## src/common/usmc_pkg.sv

```systemverilog
// constants, states and bit layout shared by both ends of the serial unit
// assumes one 200 MHz clock and an 8-bit register port on 16-bit addresses
package usmc_pkg;
  localparam int AW = 16;
  localparam int DW = 8;
  localparam int P3_W = 7;
  // register addresses
  localparam logic [15:0] ADR_P3_DIR = 16'hff23;
  localparam logic [15:0] ADR_MODE = 16'hff90;
  localparam logic [15:0] ADR_TRMC = 16'hff91;
  localparam logic [15:0] ADR_BRGC = 16'hff92;
  localparam logic [15:0] ADR_CKSEL = 16'hff93;
  localparam logic [15:0] ADR_TXB = 16'hff94;
  localparam logic [15:0] ADR_RXB = 16'hff95;
  localparam logic [15:0] ADR_RXSTAT = 16'hff96;
  localparam logic [15:0] ADR_TXSTAT = 16'hff97;
  localparam logic [15:0] ADR_P3_LATCH = 16'hff03;
  // values after reset, and the TRMC write mask
  localparam logic [7:0] RST_P3_DIR = 8'hff;
  localparam logic [7:0] RST_MODE = 8'h00;
  localparam logic [7:0] RST_TRMC = 8'h02;
  localparam logic [7:0] RST_BRGC = 8'hff;
  localparam logic [7:0] RST_CKSEL = 8'h00;
  localparam logic [7:0] RST_P3_LATCH = 8'h00;
  localparam logic [7:0] TRMC_WMASK = 8'hcb;
  // field positions
  localparam int B_PWR = 7;
  localparam int B_TXE = 6;
  localparam int B_RXE = 5;
  localparam int B_CL = 2;
  localparam int B_SL = 1;
  localparam int B_ISEM = 0;
  localparam int B_ISMD = 3;
  localparam int B_EXT = 3;
  localparam int PIN_TX = 4;
  localparam int PIN_RX = 5;
  localparam int PIN_EXT = 6;
  // host bring-up and shut-down values
  localparam logic [7:0] HOST_DIR = 8'hef;
  localparam logic [7:0] HOST_LATCH = 8'h00;
  localparam int STOP_WAIT_CLKS = 2;
  // 200 MHz / (2^(6+1) * 50) = 31.25 kbps
  localparam logic [2:0] MIDI_N = 3'h6;
  localparam logic [7:0] MIDI_K = 8'h32;
  localparam logic [3:0] STEP_RUN = 4'h8;
  localparam logic [3:0] STEP_STOP = 4'h9;
  localparam logic [3:0] STEP_OFF = 4'ha;
  typedef enum logic [1:0] {TX_IDLE, TX_START, TX_DATA, TX_STOP} usmc_tx_e;
  typedef enum logic [1:0] {RX_IDLE, RX_START, RX_DATA, RX_STOP} usmc_rx_e;
  typedef enum logic [1:0] {H_IDLE, H_SEQ, H_WAIT} usmc_host_e;
endpackage

```

## src/common/usmc_if.sv

```systemverilog
// register port between the controlling software end and the serial unit
// both ends run on the same clock; rdata answers one cycle after rd
`timescale 1ns/1ps
interface usmc_if;
  logic [15:0] addr;
  logic [7:0] wdata;
  logic wr;
  logic rd;
  logic [7:0] rdata;
  logic tx_irq;
  logic rx_irq;
  modport dev (input addr, wdata, wr, rd, output rdata, tx_irq, rx_irq);
  modport sw (output addr, wdata, wr, rd, input rdata, tx_irq, rx_irq);
endinterface

```

## src/logic/usmc_dev.sv

```systemverilog
// serial unit: mode control, baud generator, transmitter, receiver, port 3
// assumes software on the register port and a remote transceiver on pins
`timescale 1ns/1ps
module usmc_dev (
  input wire logic clk,
  input wire logic rst,
  usmc_if.dev bus,
  input wire logic [usmc_pkg::P3_W-1:0] p3_in,
  output logic [usmc_pkg::P3_W-1:0] p3_out,
  output logic [usmc_pkg::P3_W-1:0] p3_oe_n
);
  import usmc_pkg::*;

  logic [7:0] dir_r, dir_nxt, mode_r, mode_nxt, trmc_r, trmc_nxt;
  logic [7:0] brgc_r, brgc_nxt, cksel_r, cksel_nxt, latch_r, latch_nxt;
  logic [7:0] txb_r, txb_nxt, rdata_r, rdata_nxt;
  logic txb_full_r, txb_full_nxt;
  logic [6:0] pin_s1_r, pin_s2_r, p3_out_r, p3_out_nxt, p3_oe_r;
  logic ext_d_r;
  logic [6:0] pre_r, pre_nxt;
  logic [7:0] kcnt_r, kcnt_nxt;
  logic half_r, half_nxt;
  usmc_tx_e tx_st_r, tx_st_nxt;
  logic [7:0] tx_sh_r, tx_sh_nxt;
  logic [2:0] tx_cnt_r, tx_cnt_nxt;
  logic tx_ph_r, tx_ph_nxt, tx_o_r, tx_o_nxt, tx_irq_r, tx_irq_nxt;
  logic tx_load;
  usmc_rx_e rx_st_r, rx_st_nxt;
  logic [7:0] rx_sh_r, rx_sh_nxt, rxb_r, rxb_nxt;
  logic [2:0] rx_cnt_r, rx_cnt_nxt;
  logic rx_ph_r, rx_ph_nxt, ferr_r, ferr_nxt, rx_irq_r, rx_irq_nxt;
  logic pwr, txe, rxe, wr_txb, rd_rxst, src_tick, bit_end;
  logic [2:0] last_bit;

  assign pwr = mode_r[B_PWR];
  assign txe = mode_r[B_TXE];
  assign rxe = mode_r[B_RXE];
  assign last_bit = mode_r[B_CL] ? 3'h7 : 3'h6;
  assign wr_txb = bus.wr && bus.addr == ADR_TXB;
  assign rd_rxst = bus.rd && bus.addr == ADR_RXSTAT;
  assign bit_end = half_r && tx_ph_r;
  assign p3_out = p3_out_r;
  assign p3_oe_n = p3_oe_r;
  assign bus.rdata = rdata_r;
  assign bus.tx_irq = tx_irq_r;
  assign bus.rx_irq = rx_irq_r;

  // register file
  always_comb begin
    dir_nxt = dir_r;
    mode_nxt = mode_r;
    trmc_nxt = trmc_r;
    brgc_nxt = brgc_r;
    cksel_nxt = cksel_r;
    latch_nxt = latch_r;
    txb_nxt = txb_r;
    txb_full_nxt = txb_full_r && !tx_load;
    rdata_nxt = rdata_r;
    if (bus.wr) begin
      case (bus.addr)
        ADR_P3_DIR: dir_nxt = {1'b1, bus.wdata[6:0]};
        ADR_MODE: mode_nxt = bus.wdata;
        ADR_TRMC: trmc_nxt = bus.wdata & TRMC_WMASK;
        ADR_BRGC: brgc_nxt = bus.wdata;
        ADR_CKSEL: cksel_nxt = bus.wdata;
        ADR_P3_LATCH: latch_nxt = bus.wdata;
        default: ;
      endcase
    end
    // buffer takes data only while powered and enabled
    if (wr_txb && pwr && txe && !txb_full_r) begin
      txb_nxt = bus.wdata;
      txb_full_nxt = 1'b1;
    end
    if (!pwr || !txe) begin
      txb_full_nxt = 1'b0;
    end
    if (bus.rd) begin
      case (bus.addr)
        ADR_P3_DIR: rdata_nxt = {1'b1, dir_r[6:0]};
        ADR_MODE: rdata_nxt = mode_r;
        ADR_TRMC: rdata_nxt = trmc_r;
        ADR_BRGC: rdata_nxt = brgc_r;
        ADR_CKSEL: rdata_nxt = cksel_r;
        ADR_P3_LATCH: rdata_nxt = {1'b0,
          (dir_r[6:0] & pin_s2_r) | (~dir_r[6:0] & latch_r[6:0])};
        ADR_TXB: rdata_nxt = txb_r;
        ADR_RXB: rdata_nxt = rxb_r;
        ADR_RXSTAT: rdata_nxt = {7'h00, ferr_r};
        ADR_TXSTAT: rdata_nxt = {6'h00, txb_full_r, tx_st_r != TX_IDLE};
        default: rdata_nxt = 8'h00;
      endcase
    end
  end

  always_ff @(posedge clk or posedge rst) begin
    if (rst) begin
      dir_r <= RST_P3_DIR;
      mode_r <= RST_MODE;
      trmc_r <= RST_TRMC;
      brgc_r <= RST_BRGC;
      cksel_r <= RST_CKSEL;
      latch_r <= RST_P3_LATCH;
      txb_r <= 8'h00;
      txb_full_r <= 1'b0;
      rdata_r <= 8'h00;
    end else begin
      dir_r <= dir_nxt;
      mode_r <= mode_nxt;
      trmc_r <= trmc_nxt;
      brgc_r <= brgc_nxt;
      cksel_r <= cksel_nxt;
      latch_r <= latch_nxt;
      txb_r <= txb_nxt;
      txb_full_r <= txb_full_nxt;
      rdata_r <= rdata_nxt;
    end
  end

  // pins: two-stage sync, port mux
  always_comb begin
    p3_out_nxt = latch_r[6:0];
    // serial line replaces latch only for an enabled direction
    if (txe) begin
      p3_out_nxt[PIN_TX] = tx_o_r;
    end
  end

  always_ff @(posedge clk or posedge rst) begin
    if (rst) begin
      pin_s1_r <= 7'h00;
      pin_s2_r <= 7'h00;
      ext_d_r <= 1'b0;
      p3_out_r <= 7'h00;
      p3_oe_r <= 7'h7f;
    end else begin
      pin_s1_r <= p3_in;
      pin_s2_r <= pin_s1_r;
      ext_d_r <= pin_s2_r[PIN_EXT];
      p3_out_r <= p3_out_nxt;
      p3_oe_r <= dir_r[6:0];
    end
  end

  // baud generator: half-bit tick at src / (2^n * k)
  always_comb begin
    src_tick = cksel_r[B_EXT] ? (pin_s2_r[PIN_EXT] && !ext_d_r) : 1'b1;
    pre_nxt = pre_r;
    kcnt_nxt = kcnt_r;
    half_nxt = 1'b0;
    if (!pwr) begin
      pre_nxt = 7'h00;
      kcnt_nxt = 8'h00;
    end else if (src_tick) begin
      if (pre_r == 7'((8'h01 << cksel_r[2:0]) - 8'h01)) begin
        pre_nxt = 7'h00;
        // k and n cover 200 MHz down to 31.25 kbps
        if (kcnt_r >= brgc_r - 8'h01) begin
          kcnt_nxt = 8'h00;
          half_nxt = 1'b1;
        end else begin
          kcnt_nxt = kcnt_r + 8'h01;
        end
      end else begin
        pre_nxt = pre_r + 7'h01;
      end
    end
  end

  always_ff @(posedge clk or posedge rst) begin
    if (rst) begin
      pre_r <= 7'h00;
      kcnt_r <= 8'h00;
      half_r <= 1'b0;
    end else begin
      pre_r <= pre_nxt;
      kcnt_r <= kcnt_nxt;
      half_r <= half_nxt;
    end
  end

  // transmitter
  always_comb begin
    tx_st_nxt = tx_st_r;
    tx_sh_nxt = tx_sh_r;
    tx_cnt_nxt = tx_cnt_r;
    tx_ph_nxt = half_r ? !tx_ph_r : tx_ph_r;
    tx_o_nxt = tx_o_r;
    tx_irq_nxt = 1'b0;
    tx_load = 1'b0;
    if (!pwr) begin
      tx_st_nxt = TX_IDLE;
      tx_o_nxt = 1'b0;
      tx_ph_nxt = 1'b0;
    end else if (!txe) begin
      tx_st_nxt = TX_IDLE;
      tx_o_nxt = 1'b1;
      tx_ph_nxt = 1'b0;
    end else begin
      case (tx_st_r)
        TX_IDLE: begin
          tx_o_nxt = 1'b1;
          if (txb_full_r && half_r) begin
            tx_load = 1'b1;
            tx_sh_nxt = txb_r;
            tx_o_nxt = 1'b0;
            tx_ph_nxt = 1'b0;
            tx_st_nxt = TX_START;
            tx_irq_nxt = trmc_r[B_ISMD];
          end
        end
        TX_START: if (bit_end) begin
          tx_o_nxt = tx_sh_r[0];
          tx_cnt_nxt = 3'h0;
          tx_st_nxt = TX_DATA;
        end
        TX_DATA: if (bit_end) begin
          if (tx_cnt_r == last_bit) begin
            tx_o_nxt = 1'b1;
            tx_cnt_nxt = 3'h0;
            tx_st_nxt = TX_STOP;
          end else begin
            tx_sh_nxt = {1'b0, tx_sh_r[7:1]};
            tx_o_nxt = tx_sh_r[1];
            tx_cnt_nxt = tx_cnt_r + 3'h1;
          end
        end
        TX_STOP: if (bit_end) begin
          if (mode_r[B_SL] && tx_cnt_r == 3'h0) begin
            tx_cnt_nxt = 3'h1;
          end else begin
            tx_st_nxt = TX_IDLE;
            tx_irq_nxt = !trmc_r[B_ISMD];
          end
        end
        default: tx_st_nxt = TX_IDLE;
      endcase
    end
  end

  always_ff @(posedge clk or posedge rst) begin
    if (rst) begin
      tx_st_r <= TX_IDLE;
      tx_sh_r <= 8'h00;
      tx_cnt_r <= 3'h0;
      tx_ph_r <= 1'b0;
      tx_o_r <= 1'b0;
      tx_irq_r <= 1'b0;
    end else begin
      tx_st_r <= tx_st_nxt;
      tx_sh_r <= tx_sh_nxt;
      tx_cnt_r <= tx_cnt_nxt;
      tx_ph_r <= tx_ph_nxt;
      tx_o_r <= tx_o_nxt;
      tx_irq_r <= tx_irq_nxt;
    end
  end

  // receiver: one stop bit checked whatever the stop setting
  always_comb begin
    rx_st_nxt = rx_st_r;
    rx_sh_nxt = rx_sh_r;
    rx_cnt_nxt = rx_cnt_r;
    rx_ph_nxt = half_r ? !rx_ph_r : rx_ph_r;
    rxb_nxt = rxb_r;
    ferr_nxt = ferr_r && !rd_rxst;
    rx_irq_nxt = 1'b0;
    if (!pwr) begin
      rx_st_nxt = RX_IDLE;
      rxb_nxt = 8'h00;
      ferr_nxt = 1'b0;
    end else if (!rxe) begin
      rx_st_nxt = RX_IDLE;
    end else begin
      case (rx_st_r)
        RX_IDLE: if (!pin_s2_r[PIN_RX]) begin
          rx_st_nxt = RX_START;
        end
        RX_START: if (half_r) begin
          rx_ph_nxt = 1'b0;
          rx_cnt_nxt = 3'h0;
          rx_st_nxt = pin_s2_r[PIN_RX] ? RX_IDLE : RX_DATA;
        end
        RX_DATA: if (half_r && rx_ph_r) begin
          rx_sh_nxt = {pin_s2_r[PIN_RX], rx_sh_r[7:1]};
          rx_cnt_nxt = rx_cnt_r + 3'h1;
          if (rx_cnt_r == last_bit) begin
            rx_st_nxt = RX_STOP;
          end
        end
        RX_STOP: if (half_r && rx_ph_r) begin
          rxb_nxt = mode_r[B_CL] ? rx_sh_r : {1'b0, rx_sh_r[7:1]};
          rx_st_nxt = RX_IDLE;
          if (!pin_s2_r[PIN_RX]) begin
            ferr_nxt = 1'b1;
            rx_irq_nxt = !mode_r[B_ISEM];
          end else begin
            rx_irq_nxt = 1'b1;
          end
        end
        default: rx_st_nxt = RX_IDLE;
      endcase
    end
  end

  always_ff @(posedge clk or posedge rst) begin
    if (rst) begin
      rx_st_r <= RX_IDLE;
      rx_sh_r <= 8'h00;
      rx_cnt_r <= 3'h0;
      rx_ph_r <= 1'b0;
      rxb_r <= 8'h00;
      ferr_r <= 1'b0;
      rx_irq_r <= 1'b0;
    end else begin
      rx_st_r <= rx_st_nxt;
      rx_sh_r <= rx_sh_nxt;
      rx_cnt_r <= rx_cnt_nxt;
      rx_ph_r <= rx_ph_nxt;
      rxb_r <= rxb_nxt;
      ferr_r <= ferr_nxt;
      rx_irq_r <= rx_irq_nxt;
    end
  end
endmodule

```

## src/flat_wrapper.sv

```systemverilog
// flat-port wrapper written by rule: the top's interface ports become plain ports
module usmc_dev_flat import usmc_pkg::*;
  (clk, rst, p3_in, p3_out, p3_oe_n, bus_addr, bus_wdata, bus_wr, bus_rd, bus_rdata, bus_tx_irq, bus_rx_irq);
  usmc_if bus_i ();
  input wire logic clk;
  input wire logic rst;
  input wire logic [usmc_pkg::P3_W-1:0] p3_in;
  output logic [usmc_pkg::P3_W-1:0] p3_out;
  output logic [usmc_pkg::P3_W-1:0] p3_oe_n;
  input wire logic [$bits(bus_i.addr)-1:0] bus_addr;
  input wire logic [$bits(bus_i.wdata)-1:0] bus_wdata;
  input wire logic [$bits(bus_i.wr)-1:0] bus_wr;
  input wire logic [$bits(bus_i.rd)-1:0] bus_rd;
  output wire logic [$bits(bus_i.rdata)-1:0] bus_rdata;
  output wire logic [$bits(bus_i.tx_irq)-1:0] bus_tx_irq;
  output wire logic [$bits(bus_i.rx_irq)-1:0] bus_rx_irq;
  assign bus_i.addr = bus_addr;
  assign bus_i.wdata = bus_wdata;
  assign bus_i.wr = bus_wr;
  assign bus_i.rd = bus_rd;
  assign bus_rdata = bus_i.rdata;
  assign bus_tx_irq = bus_i.tx_irq;
  assign bus_rx_irq = bus_i.rx_irq;
  usmc_dev u_core (.clk(clk), .rst(rst), .bus(bus_i), .p3_in(p3_in), .p3_out(p3_out), .p3_oe_n(p3_oe_n));
endmodule
```

## config.mk

```make
export PLATFORM = sky130hd
export DESIGN_NAME = usmc_dev_flat
export DESIGN_NICKNAME = d
export VERILOG_FILES = /design/src/common/usmc_pkg.sv /design/src/common/usmc_if.sv /design/src/logic/usmc_dev.sv /design/src/flat_wrapper.sv
export SDC_FILE = /design/constraint.sdc
export NUM_CORES = 1
export LEC_CHECK = 0
export ABC_CLOCK_PERIOD_IN_PS = 4300
export BUFFER_PORTS_ARGS = -buffer_cell sky130_fd_sc_hd__buf_2
export CAP_MARGIN = 20
export CORE_UTILIZATION = 54
export CTS_CLUSTER_DIAMETER = 50
export CTS_CLUSTER_SIZE = 14
export DETAILED_ROUTE_END_ITERATION = 8
export HOLD_SLACK_MARGIN = 0.12
export PLACE_DENSITY_LB_ADDON = 0.15
export SLEW_MARGIN = 20
export SYNTH_ARGS = -nofsm -noshare
export SYNTH_HDL_FRONTEND = slang
export SYNTH_SLANG_ARGS = --single-unit
```

## constraint.sdc

```tcl
create_clock -name clk -period 4.3 [get_ports clk]
set_clock_uncertainty 0.1 [all_clocks]
set_input_delay 0.43 -clock clk [delete_from_list [all_inputs] [get_ports clk]]
set_output_delay 0.43 -clock clk [all_outputs]
set_load 0.02 [all_outputs]
```

==> impl_metrics.prom <==
# TYPE chip_impl_metric gauge
chip_impl_info{name="status",value="finished clean"} 1
chip_impl_metric{name="async_reset_ff_share",unit="%"} 100.0
chip_impl_metric{name="port_buffers",unit=""} 58
chip_impl_metric{name="synth.yosys.warnings",unit=""} 0
chip_impl_metric{name="ir_drop",unit="mV"} 0.2789
chip_impl_metric{name="initial_antenna_violation_count",unit=""} 1
chip_impl_info{name="cts_tree",value="yes"} 1
chip_impl_metric{name="fp-row-count",unit=""} 41
chip_impl_metric{name="yosys.area.top_type_share",unit="%"} 42.71
chip_impl_info{name="synth.top_cells.by_area",value="sky130_fd_sc_hd__dfrtp_1 43%, sky130_fd_sc_hd__mux2_2 9.8%, sky130_fd_sc_hd__dfstp_2 8.5%"} 1
chip_impl_metric{name="crit_required",unit="ns"} 4.55
chip_impl_metric{name="post-route-period-util",unit="%"} 69.10
chip_impl_info{name="root_buffer",value="sky130_fd_sc_hd__clkbuf_16"} 1
chip_impl_info{name="top_signal_layer_used",value="met5"} 1
chip_impl_metric{name="first_iter_violations",unit=""} 541
chip_impl_metric{name="clk_transition_reported_paths",unit="ns"} 0.06
chip_impl_metric{name="worst_pin_slew",unit="ns"} 0.7650
chip_impl_metric{name="synth_enable_flop_cells",unit=""} 0
chip_impl_metric{name="leakagePower",unit="nW"} 3.794
chip_impl_metric{name="worstPathArrival",unit="ns"} 3.22
chip_impl_info{name="rsz0062_at_grt",value="no"} 1
chip_impl_metric{name="flow.area_growth_from_synthesis",unit="%"} 15.54
chip_impl_metric{name="via_per_inst",unit=""} 5.822
chip_impl_metric{name="timing_max_transition_violations_final",unit=""} 0
chip_impl_metric{name="wl_per_cell",unit="um"} 18.95
chip_impl_metric{name="m1WireLength",unit="um"} 7462
chip_impl_metric{name="synth_sequential_area_ratio",unit="%"} 51.16
chip_impl_metric{name="post_synth_num_cell_types",unit=""} 70
chip_impl_metric{name="power",unit="W"} 0.003012
chip_impl_metric{name="route.vias.total",unit=""} 5094
chip_impl_metric{name="hold_violation_count_in_the_final_report",unit=""} 0
chip_impl_metric{name="grt_first_pass_wirelength",unit="um"} 26320
chip_impl_metric{name="maxCapViolations",unit=""} 0
chip_impl_metric{name="number_of_global_route_vias_before_repair",unit=""} 5028
chip_impl_info{name="dominant_register_cell_in_the_synthesized_netlist",value="sky130_fd_sc_hd__dfrtp_1"} 1
chip_impl_metric{name="fmax",unit="MHz"} 336.5
chip_impl_metric{name="path_max_fanout",unit=""} 10
chip_impl_metric{name="slew_headroom",unit="%"} 49.00
chip_impl_metric{name="cts-buffers-inserted",unit=""} 17
chip_impl_metric{name="dpl-instance-area",unit="um^2"} 7566
chip_impl_info{name="endpoint",value="u_core.kcnt_r[2]"} 1
chip_impl_metric{name="dp.final_hpwl",unit="um"} 11510
chip_impl_metric{name="chipHeight",unit="um"} 117.1
chip_impl_metric{name="clk-insertion-delay-late",unit="ns"} 0.43
chip_impl_metric{name="route.detailed.drc",unit=""} 0
chip_impl_metric{name="layout.nets",unit=""} 752
chip_impl_metric{name="cts-root-to-sink-buffers",unit=""} 2
chip_impl_metric{name="final-setup-viol-count",unit=""} 0
chip_impl_metric{name="ff2ff_path_depth",unit=""} 11
chip_impl_metric{name="drt_first_pass_iters",unit=""} 6
chip_impl_info{name="timing.critical_path.from_type",value="flop"} 1
chip_impl_metric{name="antenna_cells_inserted",unit=""} 0
chip_impl_metric{name="synthesis.instances",unit=""} 629
chip_impl_metric{name="floorplan.initialDensity",unit="%"} 55.96
chip_impl_metric{name="timing.setup.tns",unit="ns"} 0
chip_impl_metric{name="cts_max_level",unit=""} 4
chip_impl_info{name="mostFrequentLayoutCells",value="122 x sky130_fd_sc_hd__dfrtp_1, 62 x sky130_fd_sc_hd__mux2_2, 58 x sky130_fd_sc_hd__buf_2"} 1
chip_impl_metric{name="ioPinCount",unit=""} 59
chip_impl_metric{name="fp.coreArea",unit="um^2"} 12770
chip_impl_metric{name="global_route.overflow_total",unit=""} 0
chip_impl_info{name="end_kind",value="flop"} 1
chip_impl_metric{name="post_synth_instance_area",unit="um^2"} 7148
chip_impl_info{name="mostFrequentLayoutCell",value="sky130_fd_sc_hd__dfrtp_1"} 1
chip_impl_info{name="min-delay-path-class",value="in -> async"} 1
chip_impl_metric{name="postSynthNetCount",unit=""} 691
chip_impl_metric{name="die_w",unit="um"} 117.1
chip_impl_metric{name="wl_met2",unit="um"} 8018
chip_impl_info{name="crit-reg2reg-launch",value="u_core.brgc_r[0]"} 1
chip_impl_metric{name="ant_nets",unit=""} 0
chip_impl_metric{name="grt_max_degree",unit=""} 146
chip_impl_metric{name="met3_length",unit="um"} 796
chip_impl_metric{name="finish.instance_area",unit="um^2"} 8259
chip_impl_metric{name="design.die.area",unit="um^2"} 13700
chip_impl_metric{name="post_cts_buffers",unit=""} 0
chip_impl_info{name="critical_path.reg2reg.endpoint",value="u_core.kcnt_r[2]"} 1
chip_impl_info{name="post-synth-top-area-cell",value="sky130_fd_sc_hd__dfrtp_1"} 1
chip_impl_metric{name="reg2reg_setup_slack",unit="ns"} 1.33
chip_impl_info{name="worstSetupPathType",value="reg -> reg"} 1
chip_impl_metric{name="pwr_density_cell",unit="nW/um^2"} 364.6
chip_impl_metric{name="postRouteWirelength",unit="um"} 16580
chip_impl_metric{name="holdWs",unit="ns"} 0.1233
chip_impl_metric{name="grtUsageTotal",unit="%"} 26.05
chip_impl_metric{name="synth.avg_cell_area",unit="um^2"} 11.36
chip_impl_metric{name="ys_ff_latch",unit=""} 145
chip_impl_metric{name="timing.final.crit_period",unit="ns"} 2.972
chip_impl_metric{name="layout-drive-gt1-share",unit="%"} 29.30
chip_impl_metric{name="clock_net_sink_count",unit=""} 145
chip_impl_info{name="setup.worst_path.start",value="u_core.brgc_r[0]"} 1
chip_impl_metric{name="globalplace.congestion",unit=""} 0.8867
## metrics by stage
| step | std cells | util, % | worst slack, ns |
|---|---|---|---|
| final | 875 | 64.66 | 1.328 |
| after global routing | 875 | 64.66 | 1.089 |
| after CTS | 875 | 64.66 | 1.332 |
| after detailed placement | 836 | 59.23 | 1.370 |
| after floorplan | 629 | - | 1.684 |
| after global placement | 836 | 59.23 | 1.454 |
## area by class of cell
cell class | count | area (um^2)
Sequential cell | 145 | 3657
Fill cell | 980 | 4514
Clock buffer | 17 | 425.4
Clock inverter | 15 | 197.7
Inverter | 31 | 120.1
Tap cell | 172 | 215.2
Multi-Input combinational cell | 428 | 3256
Timing Repair Buffer | 67 | 387.9
## how the worst min path moves through the flow
stage | slack (ns) | endpoint | from | depth (start not counted)
after floorplan | 0.23 | u_core.pin_s2_r[0] | u_core.pin_s1_r[0] | 0
after global placement | 0.23 | u_core.pin_s2_r[5] | u_core.pin_s1_r[5] | 0
after detailed placement | 0.23 | u_core.pin_s2_r[6] | u_core.pin_s1_r[6] | 0
after CTS | 0.17 | u_core.tx_cnt_r[2] | rst | 3
after global routing | 0.20 | u_core.bus.tx_irq | rst | 3
final | 0.12 | u_core.tx_st_r[0] | rst | 3
## power breakdown
group	leakage (nW)	switching [W]	internal, W
clock network	0.304	0.000618	0.000931
logic	1.59	0.0000616	0.0000249
registers	1.90	0.00000316	0.00137
## critical path: stages, from the launching register on
cell and delay [ns]:
sky130_fd_sc_hd__dfstp_2 0.55, sky130_fd_sc_hd__inv_1 0.07, sky130_fd_sc_hd__ha_1 0.23, sky130_fd_sc_hd__nand2_1 0.10
sky130_fd_sc_hd__xor2_1 0.17, sky130_fd_sc_hd__ha_1 0.27, sky130_fd_sc_hd__a21o_1 0.19, sky130_fd_sc_hd__a211oi_1 0.21
sky130_fd_sc_hd__o21ai_0 0.15, sky130_fd_sc_hd__a21oi_2 0.44, sky130_fd_sc_hd__nand3_2 0.23, sky130_fd_sc_hd__o22ai_1 0.20
## layer usage
layer	vias up	track usage, %
met5	-	0
met4	2	8.439
met3	26	6.179
met2	129	41.03
met1	2534	35.75
li1	2403	-
## logic make-up after synthesis
logic type	Yosys count	share of synthesized area, %
buffers and inverters	56	3.291
muxes	85	13.88
and+or+nand+nor	181	14.07
DFF	145	51.16
adders and majority gates	27	4.726
xor gates and xnor gates	16	1.960
AOI/OAI and AO/OA	119	10.90
## timing repair
action                                  in CTS  in global routing
hold endpoints to repair                     7                  0
endpoints found under the setup margin       0                  0
hold buffers                                 7                  0
gates resized for setup                      0                  0
## cells in the mapped netlist, drive strengths merged, types with 4 or more instances
master	number
inv	31
nand2b	10
dfstp	23
and3	5
ha	27
nor2	23
nand2	59
nand3b	6
mux2	63
xnor2	12
nor3b	6
nand4	8
o31ai	5
buf	13
xor2	4
a211oi	4
and2	4
a22o	4
or2	4
a221oi	4
mux4	5
nor4	4
clkbuf	12
a31oi	7
nand3	20
o21ai	29
dfrtp	122
mux2i	17
nor3	12
a21oi	31
or3	8
o22ai	13
No activity file was read; power rests on OpenSTA's default activity.
